===== src/perf_event_cfg.svh =====
// Bit positions and widths of the event bus slices for events 0x1c to 0x2d
`ifndef PERF_EVENT_CFG_SVH
`define PERF_EVENT_CFG_SVH

`define EVB_TTBW_BIT      46
`define EVB_BUSCYC_BIT    47
`define EVB_CHAIN_BIT     48
`define EVB_L2ALLOC_LSB   49
`define EVB_L2ALLOC_W     3
`define EVB_BRRET_LSB     52
`define EVB_BRRET_W       4
`define EVB_BRMIS_LSB     56
`define EVB_BRMIS_W       4
`define EVB_STFE_BIT      60
`define EVB_STBE_BIT      61
`define EVB_DTLB_LSB      62
`define EVB_DTLB_W        3
`define EVB_ITLB_BIT      65
`define EVB_L3ALLOC_BIT   66
`define EVB_L3REF_LSB     67
`define EVB_L3REF_W       3
`define EVB_L3ACC_BIT     70
`define EVB_L2TLB_BIT     71
`define EVB_MSB           71
`define EVB_LSB           46

`define MAX_BRANCH_LANES  8
`define MAX_L2ALLOC_LANES 4
`define MAX_READ_LANES    4
`define NUM_COUNTERS      6

`endif


===== src/perf_event_pkg.sv =====
// Types shared by the event encoder, its checker, the counter model and the bench
package perf_event_pkg;
   `include "perf_event_cfg.svh"

   typedef enum logic [2:0] {
      TTB_EL1 = 3'h1,
      TTB_EL2 = 3'h2,
      TTB_EL12 = 3'h4
   } ttb_level_t;

   typedef logic [`EVB_MSB:`EVB_LSB] event_slice_t;
endpackage : perf_event_pkg


===== src/perf_event_bus_encoder.sv =====
// Event bus encoder for performance events 0x1c to 0x2d
module perf_event_bus_encoder
   import perf_event_pkg::*;
(
   // Clock and reset
   input wire logic i_clk_sys,
   input wire logic i_rst_b,
   // Retirement of system register writes
   input wire logic i_ttb_write_retired,
   input wire logic i_ttb_write_cond_pass,
   input wire logic [2:0] i_ttb_write_level,
   input wire logic i_ttb_write_base01,
   // Cycle count event
   input wire logic i_cycle_event,
   // Counter overflow, one bit per counter
   input wire logic [`NUM_COUNTERS-1:0] i_counter_overflow,
   input wire logic [`NUM_COUNTERS-1:0] i_counter_sel_chain,
   // L2 allocation lanes
   input wire logic [`MAX_L2ALLOC_LANES-1:0] i_l2_fullline_write,
   input wire logic [`MAX_L2ALLOC_LANES-1:0] i_l2_write_linefill,
   // Branch retirement lanes
   input wire logic [`MAX_BRANCH_LANES-1:0] i_branch_retired,
   input wire logic [`MAX_BRANCH_LANES-1:0] i_branch_condition_fail,
   input wire logic [`MAX_BRANCH_LANES-1:0] i_branch_is_exc_or_dbg,
   input wire logic [`MAX_BRANCH_LANES-1:0] i_branch_mispredicted,
   input wire logic [`MAX_BRANCH_LANES-1:0] i_branch_flush,
   // Dispatch status
   input wire logic i_fetch_available,
   input wire logic i_dispatch_blocked,
   // TLB activity
   input wire logic i_dtlb_load_access,
   input wire logic i_dtlb_store_access,
   input wire logic i_itlb_access,
   input wire logic i_level2_tlb_refill,
   input wire logic i_mmu_enable,
   // L3 and coherence unit traffic
   input wire logic i_l3_fullline_write,
   input wire logic i_l3_write_linefill,
   input wire logic [`MAX_READ_LANES-1:0] i_ccu_read_return,
   input wire logic [`MAX_READ_LANES-1:0] i_ccu_read_cacheable,
   input wire logic [`MAX_READ_LANES-1:0] i_ccu_read_external,
   input wire logic [`MAX_READ_LANES-1:0] i_ccu_read_pf_stash,
   input wire logic i_ccu_write_cacheable,
   // Event bus slice toward trace and counters
   output event_slice_t o_event_bus
);

   // ------------------------------------------------------------------
   // Single-bit event decode
   // ------------------------------------------------------------------
   logic ttb_hit;
   logic chain_hit;
   logic stall_fe;
   logic stall_be;
   logic itlb_hit;
   logic l3_alloc_hit;
   logic l3_access_hit;
   logic l2tlb_hit;
   logic [`NUM_COUNTERS-1:0] chain_lane;

   // Only EL1 bases count; EL2 and EL12 aliases are filtered out
   assign ttb_hit = i_ttb_write_retired & i_ttb_write_cond_pass
                    & i_ttb_write_base01
                    & (i_ttb_write_level == TTB_EL1);

   // An odd counter takes the overflow of the even one below it
   generate
      for (genvar c = 0; c < `NUM_COUNTERS; c++) begin : g_chain
         if (c % 2 == 1) begin : g_odd
            assign chain_lane[c] = i_counter_sel_chain[c]
                                   & i_counter_overflow[c-1];
         end else begin : g_even
            assign chain_lane[c] = 1'b0;
         end
      end
   endgenerate
   assign chain_hit = |chain_lane;

   assign stall_fe = ~i_fetch_available;
   assign stall_be = i_fetch_available & i_dispatch_blocked;
   assign itlb_hit = i_itlb_access;
   assign l3_alloc_hit = i_l3_fullline_write & ~i_l3_write_linefill;
   assign l3_access_hit = (|(i_ccu_read_return & i_ccu_read_cacheable))
                          | i_ccu_write_cacheable;
   assign l2tlb_hit = i_level2_tlb_refill & i_mmu_enable;

   // ------------------------------------------------------------------
   // Multi-lane qualifiers
   // ------------------------------------------------------------------
   logic [`MAX_L2ALLOC_LANES-1:0] l2_alloc_lane;
   logic [`MAX_BRANCH_LANES-1:0] br_lane;
   logic [`MAX_BRANCH_LANES-1:0] mis_lane;
   logic [1:0] dtlb_lane;
   logic [`MAX_READ_LANES-1:0] l3_ref_lane;

   assign l2_alloc_lane = i_l2_fullline_write & ~i_l2_write_linefill;
   assign br_lane = i_branch_retired & ~i_branch_condition_fail
                    & ~i_branch_is_exc_or_dbg;
   assign mis_lane = br_lane & i_branch_mispredicted & i_branch_flush;
   assign dtlb_lane = {i_dtlb_store_access, i_dtlb_load_access};
   // Prefetch and stash fills are dropped before counting
   assign l3_ref_lane = i_ccu_read_return & i_ccu_read_cacheable
                        & i_ccu_read_external
                        & ~i_ccu_read_pf_stash;

   // ------------------------------------------------------------------
   // Counts, registered inside the counter module
   // ------------------------------------------------------------------
   logic [`EVB_L2ALLOC_W-1:0] l2_alloc_cnt;
   logic [`EVB_BRRET_W-1:0] br_cnt;
   logic [`EVB_BRMIS_W-1:0] mis_cnt;
   logic [`EVB_DTLB_W-1:0] dtlb_cnt;
   logic [`EVB_L3REF_W-1:0] l3_ref_cnt;

   lane_popcount #(
      .LANES(`MAX_L2ALLOC_LANES),
      .OUT_W(`EVB_L2ALLOC_W)
   ) u_cnt_l2alloc (
      .i_clk_sys(i_clk_sys),
      .i_rst_b(i_rst_b),
      .i_hit(l2_alloc_lane),
      .o_count(l2_alloc_cnt)
   );

   lane_popcount #(
      .LANES(`MAX_BRANCH_LANES),
      .OUT_W(`EVB_BRRET_W)
   ) u_cnt_br (
      .i_clk_sys(i_clk_sys),
      .i_rst_b(i_rst_b),
      .i_hit(br_lane),
      .o_count(br_cnt)
   );

   lane_popcount #(
      .LANES(`MAX_BRANCH_LANES),
      .OUT_W(`EVB_BRMIS_W)
   ) u_cnt_mis (
      .i_clk_sys(i_clk_sys),
      .i_rst_b(i_rst_b),
      .i_hit(mis_lane),
      .o_count(mis_cnt)
   );

   lane_popcount #(
      .LANES(2),
      .OUT_W(`EVB_DTLB_W)
   ) u_cnt_dtlb (
      .i_clk_sys(i_clk_sys),
      .i_rst_b(i_rst_b),
      .i_hit(dtlb_lane),
      .o_count(dtlb_cnt)
   );

   lane_popcount #(
      .LANES(`MAX_READ_LANES),
      .OUT_W(`EVB_L3REF_W)
   ) u_cnt_l3ref (
      .i_clk_sys(i_clk_sys),
      .i_rst_b(i_rst_b),
      .i_hit(l3_ref_lane),
      .o_count(l3_ref_cnt)
   );

   // ------------------------------------------------------------------
   // Single-bit flags, registered so all slices align in one cycle
   // ------------------------------------------------------------------
   logic [10:0] flags_d;
   logic [10:0] flags_q;

   assign flags_d = {l2tlb_hit, l3_access_hit, l3_alloc_hit, itlb_hit,
                     stall_be, stall_fe, chain_hit, i_cycle_event,
                     ttb_hit, 2'b00};

   always_ff @(posedge i_clk_sys) begin
      if (!i_rst_b) begin
         flags_q <= 11'h000;
      end else begin
         flags_q <= flags_d;
      end
   end

   // ------------------------------------------------------------------
   // Bus assembly
   // ------------------------------------------------------------------
   logic [`EVB_MSB:0] bus_full;

   always_comb begin
      bus_full = '0;
      bus_full[`EVB_TTBW_BIT] = flags_q[2];
      bus_full[`EVB_BUSCYC_BIT] = flags_q[3];
      bus_full[`EVB_CHAIN_BIT] = flags_q[4];
      bus_full[`EVB_L2ALLOC_LSB +: `EVB_L2ALLOC_W] = l2_alloc_cnt;
      bus_full[`EVB_BRRET_LSB +: `EVB_BRRET_W] = br_cnt;
      bus_full[`EVB_BRMIS_LSB +: `EVB_BRMIS_W] = mis_cnt;
      bus_full[`EVB_STFE_BIT] = flags_q[5];
      bus_full[`EVB_STBE_BIT] = flags_q[6];
      bus_full[`EVB_DTLB_LSB +: `EVB_DTLB_W] = dtlb_cnt;
      bus_full[`EVB_ITLB_BIT] = flags_q[7];
      bus_full[`EVB_L3ALLOC_BIT] = flags_q[8];
      bus_full[`EVB_L3REF_LSB +: `EVB_L3REF_W] = l3_ref_cnt;
      bus_full[`EVB_L3ACC_BIT] = flags_q[9];
      bus_full[`EVB_L2TLB_BIT] = flags_q[10];
   end

   assign o_event_bus = bus_full[`EVB_MSB:`EVB_LSB];
endmodule : perf_event_bus_encoder


===== src/lane_popcount.sv =====
// Registered population count of a vector of per-lane occurrence flags
module lane_popcount #(
   parameter int LANES = 4,
   parameter int OUT_W = 3
) (
   // Clock and reset
   input wire logic i_clk_sys,
   input wire logic i_rst_b,
   // Occurrences
   input wire logic [LANES-1:0] i_hit,
   // Registered count
   output logic [OUT_W-1:0] o_count
);
   logic [OUT_W-1:0] count_d;
   logic [OUT_W-1:0] count_q;
   logic [OUT_W-1:0] partial [0:LANES];

   assign partial[0] = '0;
   generate
      for (genvar g = 0; g < LANES; g++) begin : g_sum
         assign partial[g+1] = partial[g] + OUT_W'(i_hit[g]);
      end
   endgenerate
   assign count_d = partial[LANES];

   always_ff @(posedge i_clk_sys) begin
      if (!i_rst_b) begin
         count_q <= '0;
      end else begin
         count_q <= count_d;
      end
   end

   assign o_count = count_q;
endmodule : lane_popcount


===== config.mk =====
export PLATFORM = sky130hd
export DESIGN_NAME = perf_event_bus_encoder
export DESIGN_NICKNAME = d
export VERILOG_FILES = /design/src/perf_event_pkg.sv /design/src/perf_event_bus_encoder.sv /design/src/lane_popcount.sv
export VERILOG_INCLUDE_DIRS = /design/src
export SDC_FILE = /design/constraint.sdc
export NUM_CORES = 1
export LEC_CHECK = 0
export ABC_AREA = 1
export BUFFER_PORTS_ARGS = -buffer_cell sky130_fd_sc_hd__buf_2
export CAP_MARGIN = 20
export CORE_MARGIN = 1
export CORE_UTILIZATION = 43
export DETAILED_ROUTE_END_ITERATION = 16
export PLACE_DENSITY = 0.86
export SLEW_MARGIN = 30
export SYNTH_ARGS = -nofsm -noshare
export SYNTH_HDL_FRONTEND = slang
export SYNTH_HIERARCHICAL = 1
export SYNTH_SLANG_ARGS = --single-unit

===== constraint.sdc =====
create_clock -name i_clk_sys -period 4.55 [get_ports i_clk_sys]
set_input_delay 0.6825 -clock i_clk_sys [delete_from_list [all_inputs] [get_ports i_clk_sys]]
set_output_delay 0.6825 -clock i_clk_sys [all_outputs]
set_load 0.1 [all_outputs]

==> results of run 1 <==
-- layer usage --
metal	GRT usage, %	up-vias	wire, um	share of wire [%]
li1	-	842	-	-
met1	17.01	649	1243	41
met2	34.41	50	1677	55
met3	3.520	0	147	4.8
met4	3.175	0	0	0
met5	0	-	0	0
-- power by group through the flow --
stage	combinational [W]	sequential, W	clock [W]
finish	0.000186	0.000232	0.0000988
global route	0.000206	0.000234	0.000114
CTS	0.000188	0.000232	0.000103
detailed placement	0.000188	0.000237	0
global placement	0.000182	0.000237	0
floorplan	0.0000471	0.000319	0
-- worst max path at each step --
| stage | startpoint | end | depth (start not counted) |
|---|---|---|---|
| after floorplan | i_branch_retired[0] | u_cnt_mis/o_count[1] | 13 |
| after CTS | i_branch_condition_fail[0] | u_cnt_mis/o_count[2] | 15 |
| after global placement | i_branch_condition_fail[0] | u_cnt_mis/o_count[2] | 14 |
| after detailed placement | i_branch_condition_fail[0] | u_cnt_mis/o_count[2] | 14 |
| after global routing | i_branch_retired[0] | u_cnt_mis/o_count[2] | 16 |
| final | i_branch_condition_fail[0] | u_cnt_mis/o_count[2] | 15 |
-- cell type report --
cell class / instances / area, sq um / share of cell area (%)
sequential: 25 / 500.5 / 22.87
tap: 46 / 57.56 / 2.630
multi-input combinational: 113 / 711.9 / 32.53
inverter: 86 / 322.8 / 14.75
timing repair buffer: 113 / 565.5 / 25.84
clock inverter: 1 / 7.507 / 0.3431
clock buffer: 3 / 22.52 / 1.029
-- state kept, by name, indices dropped and copies added (netlist names) --
| signal | count |
|---|---|
| flags_q | 9 |
| u_cnt_br/o_count | 4 |
| u_cnt_mis/o_count | 4 |
| u_cnt_l2alloc/o_count | 3 |
| u_cnt_l3ref/o_count | 3 |
| u_cnt_dtlb/o_count | 2 |
-- stage by stage --
step	hold slack [ns]	power, W	setup WS [ns]
after floorplan	0.7522	0.0003661	1.326
after global placement	0.8421	0.0004188	1.128
after detailed placement	0.8467	0.0004248	1.101
after CTS	0.4893	0.0005234	1.429
after global routing	0.4802	0.0005531	1.266
final	0.5008	0.0005171	1.421
-- worst max-delay path: cells and delay by family --
kind	cells	cell delay, ns
simple gates	6	0.45
fa+ha+maj	5	1.97
buf+inv	4	0.28
-- placed cells by master (no fill, tap or decap), drive strengths merged --
master / count
fa: 10
nand3: 2
nor3b: 4
clkinvlp: 1
clkbuf: 3
nand2: 49
ha: 11
nand4: 1
inv: 86
buf: 113
dfxtp: 25
a21oi: 2
nor3: 1
nor2: 32
conb: 1
-- cell families (layout without fill, tap and decap cells) --
family / count (synthesis) / after routing / synth area share (%)
other: 1 / 1 / 0.2431
adders and majority gates: 21 / 21 / 21.90
DFF: 25 / 25 / 32.44
and+or+nand+nor: 89 / 89 / 23.36
buffers and inverters: 87 / 203 / 21.41
AOI/OAI and AO/OA: 2 / 2 / 0.6488
==> results.md, run 1 <==
- Ratio of cells with drive above 1 in the final layout: 34.60%
- DR WL/cell: 7.928 um
- CP required: 4.81 ns
- First-pass GRT wire length: 4.850 mm
- Comb pwr share: 36.0%
- Total GRT Usage: 16.69%
- # fillers: 298
- Initial core utilization: 45.51%
- Max stage delay on crit path: 0.55 ns
- Placed cell area: 2158 sq um
- DRT antenna net count: 0
- Area Overhead vs Synth: 41.85%
- Post-synth top flop: dfxtp_1
- Seq pwr share: 44.9%
- Area leader, netlist: dfxtp_1
- Site row count: 21
- Final instance area: 2188 sq um
- Die span in x: 61.90 um
- Vias: 1541
- Setup bufs post-CTS: 0
- Setup violators final: 0
- Num CTS Buffers: 3
- # DRC: 0
- First-pass iteration count of the detailed router: 4
- Arrival time at the worst endpoint: 3.39 ns
- Via density: 3.982
- Finished Layout Cells: 387
- Fin Setup TNS: 0 ns
- Resize count post-CTS: 0
- Initial antenna violation count: 0
- Hold Startpoint: i_l3_write_linefill
- Top cell type's share of synthesized area: 32.44%
- Core area: 3390 sq um
- Post-synthesis cell type count: 13
- Die Ht: 61.90 um
- Max-slew violation count: 0
- Hold_buf cts: 0
- Mapped Nets: 341
- Power share of the clock group: 19.1%
- Min Tclk post-route: 3.129 ns
- Count leader, synth: inv_1
- Clock Tree Root: clkbuf_4
- Worst-path clk slew: 0.13 ns
- WL final: 3.068 mm
- Flops & latches, synth: 25
- Crit path launch type: input pin
- Area contributors post-synth: dfxtp_1, inv_1, fa_1, nand2_1, ha_1
- Worst vdd ir: 191.8 uV
- Largest net degree at the start of global routing: 23
- Status: finished, final reports clean
- Top cell by count, worst path: fa_1
- Asr flop ratio synth: 0%
- Cells after Synth: 225
- Worst hold endpoint: flags_q[8]
- Hold path depth: 2
- Placed Cells: 383
- Sw Share: 38.40%
- Sequential fraction of the synthesis area: 32.44%
- Most instantiated cells after synthesis: inv_1, nand2_1, nor2_1
- Hold Path Class: in2reg
- Crit-path max FO: 2
- Final Cycle Share: 68.76%
- GPL Wtd Cong: 0.7265
- Power Density: 236.3 nW/um^2
- EDFF count, synth: 0
- Detail Placement HPWL: 2.701 mm
- Critical path capture point type: flip-flop
- CTS tree: done
- Final Util: 64.56%
- DRT iter0 DRCs: 45
- Syn avg cell area: 6.857 sq um
- Slowest CP cell: fa_1
- Ant diodes: 0
- Max-cap viol count: 0
- Syn. warnings: 6
- # IOs: 121
- Hold Vio Cnt, Final: 0
- Vias in the first global route: 1313
- Fin nets: 458
- Gr ovfl total: 0
- Die Area: 3831 sq um
- FMAX: 319.6 MHz
- Psw: 0.0001986 W
- Post-synthesis cell area: 1543 sq um
- Lkg Pwr: 1.462 nW
- Clk sinks: 25
- CP Cell Sequence: buf_2, nor2_1, nand2_1, nor2_1, inv_1, fa_1, fa_1, fa_1, inv_1, ha_1, inv_1, fa_1, nand2_1, nand2_1, nor2_1
- Number of H-tree levels: 1
- Int Pwr: 0.0003185 W
- CTS max path bufs: 2
- RSZ-0062 raised after global routing: no
- Critical path class: in2reg
- Port-buffer cells: 113
(Power assumes the default switching activity.)
==> inputs of run 2 (changes only) <==
CORE_UTILIZATION = 39   (was 43)
PLACE_DENSITY = 0.79   (was 0.86)
clock period = 2.9 ns   (was 4.55 ns; I/O delays follow)
==> run 2 against run 1 <==
Against the previous run:
- the flow now finishes with violations (negative setup slack)
- sequential share of layout area decreased by 0.89 points
- flip-flop and latch count unchanged
- first-iteration DRC count decreased by 20%
- setup slack got worse by 1.5 ns
- die area is 9.9% higher
- non-clock buffer count rose by 1
- combinational power increased by 61%
- routed wire length rose by 2.1%
==> results.md, run 2 (synthesized netlist as in run 1, its figures left out) <==
- Status: complete, but fails checks
- Failing checks: negative setup slack
- # IOs: 121 (unchanged)
- Fin Setup TNS: -0.1044 ns (-0.1044 ns)
- Core area: 3716 sq um (+9.6%)
- Area Overhead vs Synth: 47.61%
- Fin nets: 459 (+0.22%)
- Initial antenna violation count: 0 (unchanged)
- Pre-CTS setup slack: -0.3493 ns (-1.451 ns)
- Min Tclk post-route: 2.975 ns
- Number of H-tree levels: 1 (unchanged)
- Crit-path leading delay family: adder cells
- Worst-path clk slew: 0.08 ns (-0.05 ns)
- DRT antenna net count: 0 (unchanged)
- Crit path launch type: input pin
- Critical path class: in2reg
- Max-slew violation count: 0 (unchanged)
- Gr ovfl total: 0 (unchanged)
- Hold Path Class: in2reg
- Die Ht: 64.90 um (+4.8%)
- Setup bufs post-CTS: 0 (unchanged)
- Slowest CP cell: fa_1
- Vias in the first global route: 1352 (+3.0%)
- Port-buffer cells: 113 (unchanged)
- WL final: 3.131 mm (+2.1%)
- Worst vdd ir: 254.4 uV (+33%)
- Vias: 1550 (+0.58%)
- Max-cap viol count: 0 (unchanged)
- Max stage delay on crit path: 0.55 ns (about the same)
- Arrival time at the worst endpoint: 3.14 ns (-0.25 ns)
- Commonest non-fill, non-tap cell in the layout: buf_2
- Hold path depth: 2 (unchanged)
- RSZ-0062 raised after global routing: yes
- Num CTS Buffers: 3 (unchanged)
- CTS tree: done
- FMAX: 336.1 MHz
- Hold Vio Cnt, Final: 0 (unchanged)
- # fillers: 359 (+20%)
- Crit-path max FO: 2 (unchanged)
- DRT iter0 DRCs: 36 (-20%)
- Largest register FFs: 9 (unchanged)
- # DRC: 0 (unchanged)
- CTS max path bufs: 2 (unchanged)
- Ratio of cells with drive above 1 in the final layout: 40.06% (+5.5 points)
- Lkg Pwr: 1.478 nW (+1.1%)
- Setup ws final: -0.07508 ns (-1.497 ns)
- Die Area: 4211 sq um (+9.9%)
- Detail Placement HPWL: 2.630 mm (-2.7%)
- Site row count: 22 (+4.8%)
- Footprint of the multi-input gates: 747.0 sq um (+4.9%)
- Via density: 3.974 (-0.19%)
- Clock Tree Root: clkbuf_8
- Hold WS: 0.3168 ns (-0.1840 ns)
- Register area: 500.5 sq um (unchanged)
- Power Density: 378.1 nW/um^2 (+60%)
- Stages on the worst setup path: 13 (-2)
- Top cell by count, worst path: fa_1
- Final Cycle Share: 102.6%
- Initial core utilization: 41.52% (-4.0 points)
- Critical path capture point type: flip-flop
- GPL Wtd Cong: 0.7666 (+5.5%)
- Setup violators final: 2 (+2)
- DR WL/cell: 8.028 um (+1.3%)
- Final Util: 61.28% (-3.3 points)
- Die span in x: 64.90 um (+4.8%)
- Clk sinks: 25 (unchanged)
- CP Cell Sequence: buf_6, nor2_4, nand2_2, nor2_1, inv_1, fa_1, fa_1, fa_1, inv_1, ha_2, inv_2, fa_2, nor2_1
- Crit path buf inv count: 4 (unchanged)
- Total GRT Usage: 15.18% (-1.5 points)
- Hold_buf cts: 0 (unchanged)
- CP required: 3.07 ns (-1.74 ns)
- First-pass iteration count of the detailed router: 2 (-2)
- Most frequent cells in the layout: buf_2, inv_1, nand2_1, nor2_1, dfxtp_1
- Biggest register: flags_q
- First-pass GRT wire length: 5.078 mm (+4.7%)
- Ant diodes: 0 (unchanged)
- Largest net degree at the start of global routing: 23 (unchanged)
[run 2: changes by cell type in the layout (fill, tap and decap cells not counted), moves of 4 or more]
cell	change
inv_2	+8
buf_6	+4
nor2_1	-4
buf_2	-4
inv_1	-8
[run 2: power breakdown]
group / internal, W / leakage [nW] / switching (W)
registers: 0.000360 / 0.205 / 0.00000337
logic: 0.0000918 / 1.25 / 0.000207
clock network: 0.0000970 / 0.0217 / 0.000101
[run 2: area by class of cell]
type                    count  share of cell area [%]
flip-flops and latches     25                   21.98
repair buffers            114                   26.26
inverters                  86                   14.18
multi-input cells         113                   32.80
clock buffers               3                   1.813
clock inverters             1                  0.3297
well taps                  48                   2.637
[run 2: final timing paths]
| check | from | slack [ns] | end |
|---|---|---|---|
| hold / removal | i_l3_write_linefill | 0.32 | flags_q[8] |
| setup / recovery | i_branch_condition_fail[3] | -0.08 | u_cnt_mis/o_count[1] |
[run 2: per-stage QoR]
stage	cells	area, sq um	power [W]
4_1_cts	390	2222	0.0008653
3_3_place_gp	386	2171	0.0006585
2_1_floorplan	225	1545	0.0005747
5_1_grt	390	2277	0.0009186
6_report	390	2277	0.0008610
3_5_place_dp	386	2171	0.0006639
[run 2: routing by layer]
metal  track usage, %  vias up  wire, um
met5                0        -         0
met3            3.873        4       196
met4            2.500        0        42
met2            29.56       47      1708
li1                 -      841         -
met1            16.32      658      1184
[run 2: repair_timing]
action                     4_1_cts  5_1_grt
pin swaps                        0       12
gates resized for setup          1       22
gates cloned                     0        0
setup endpoints to repair        2        4
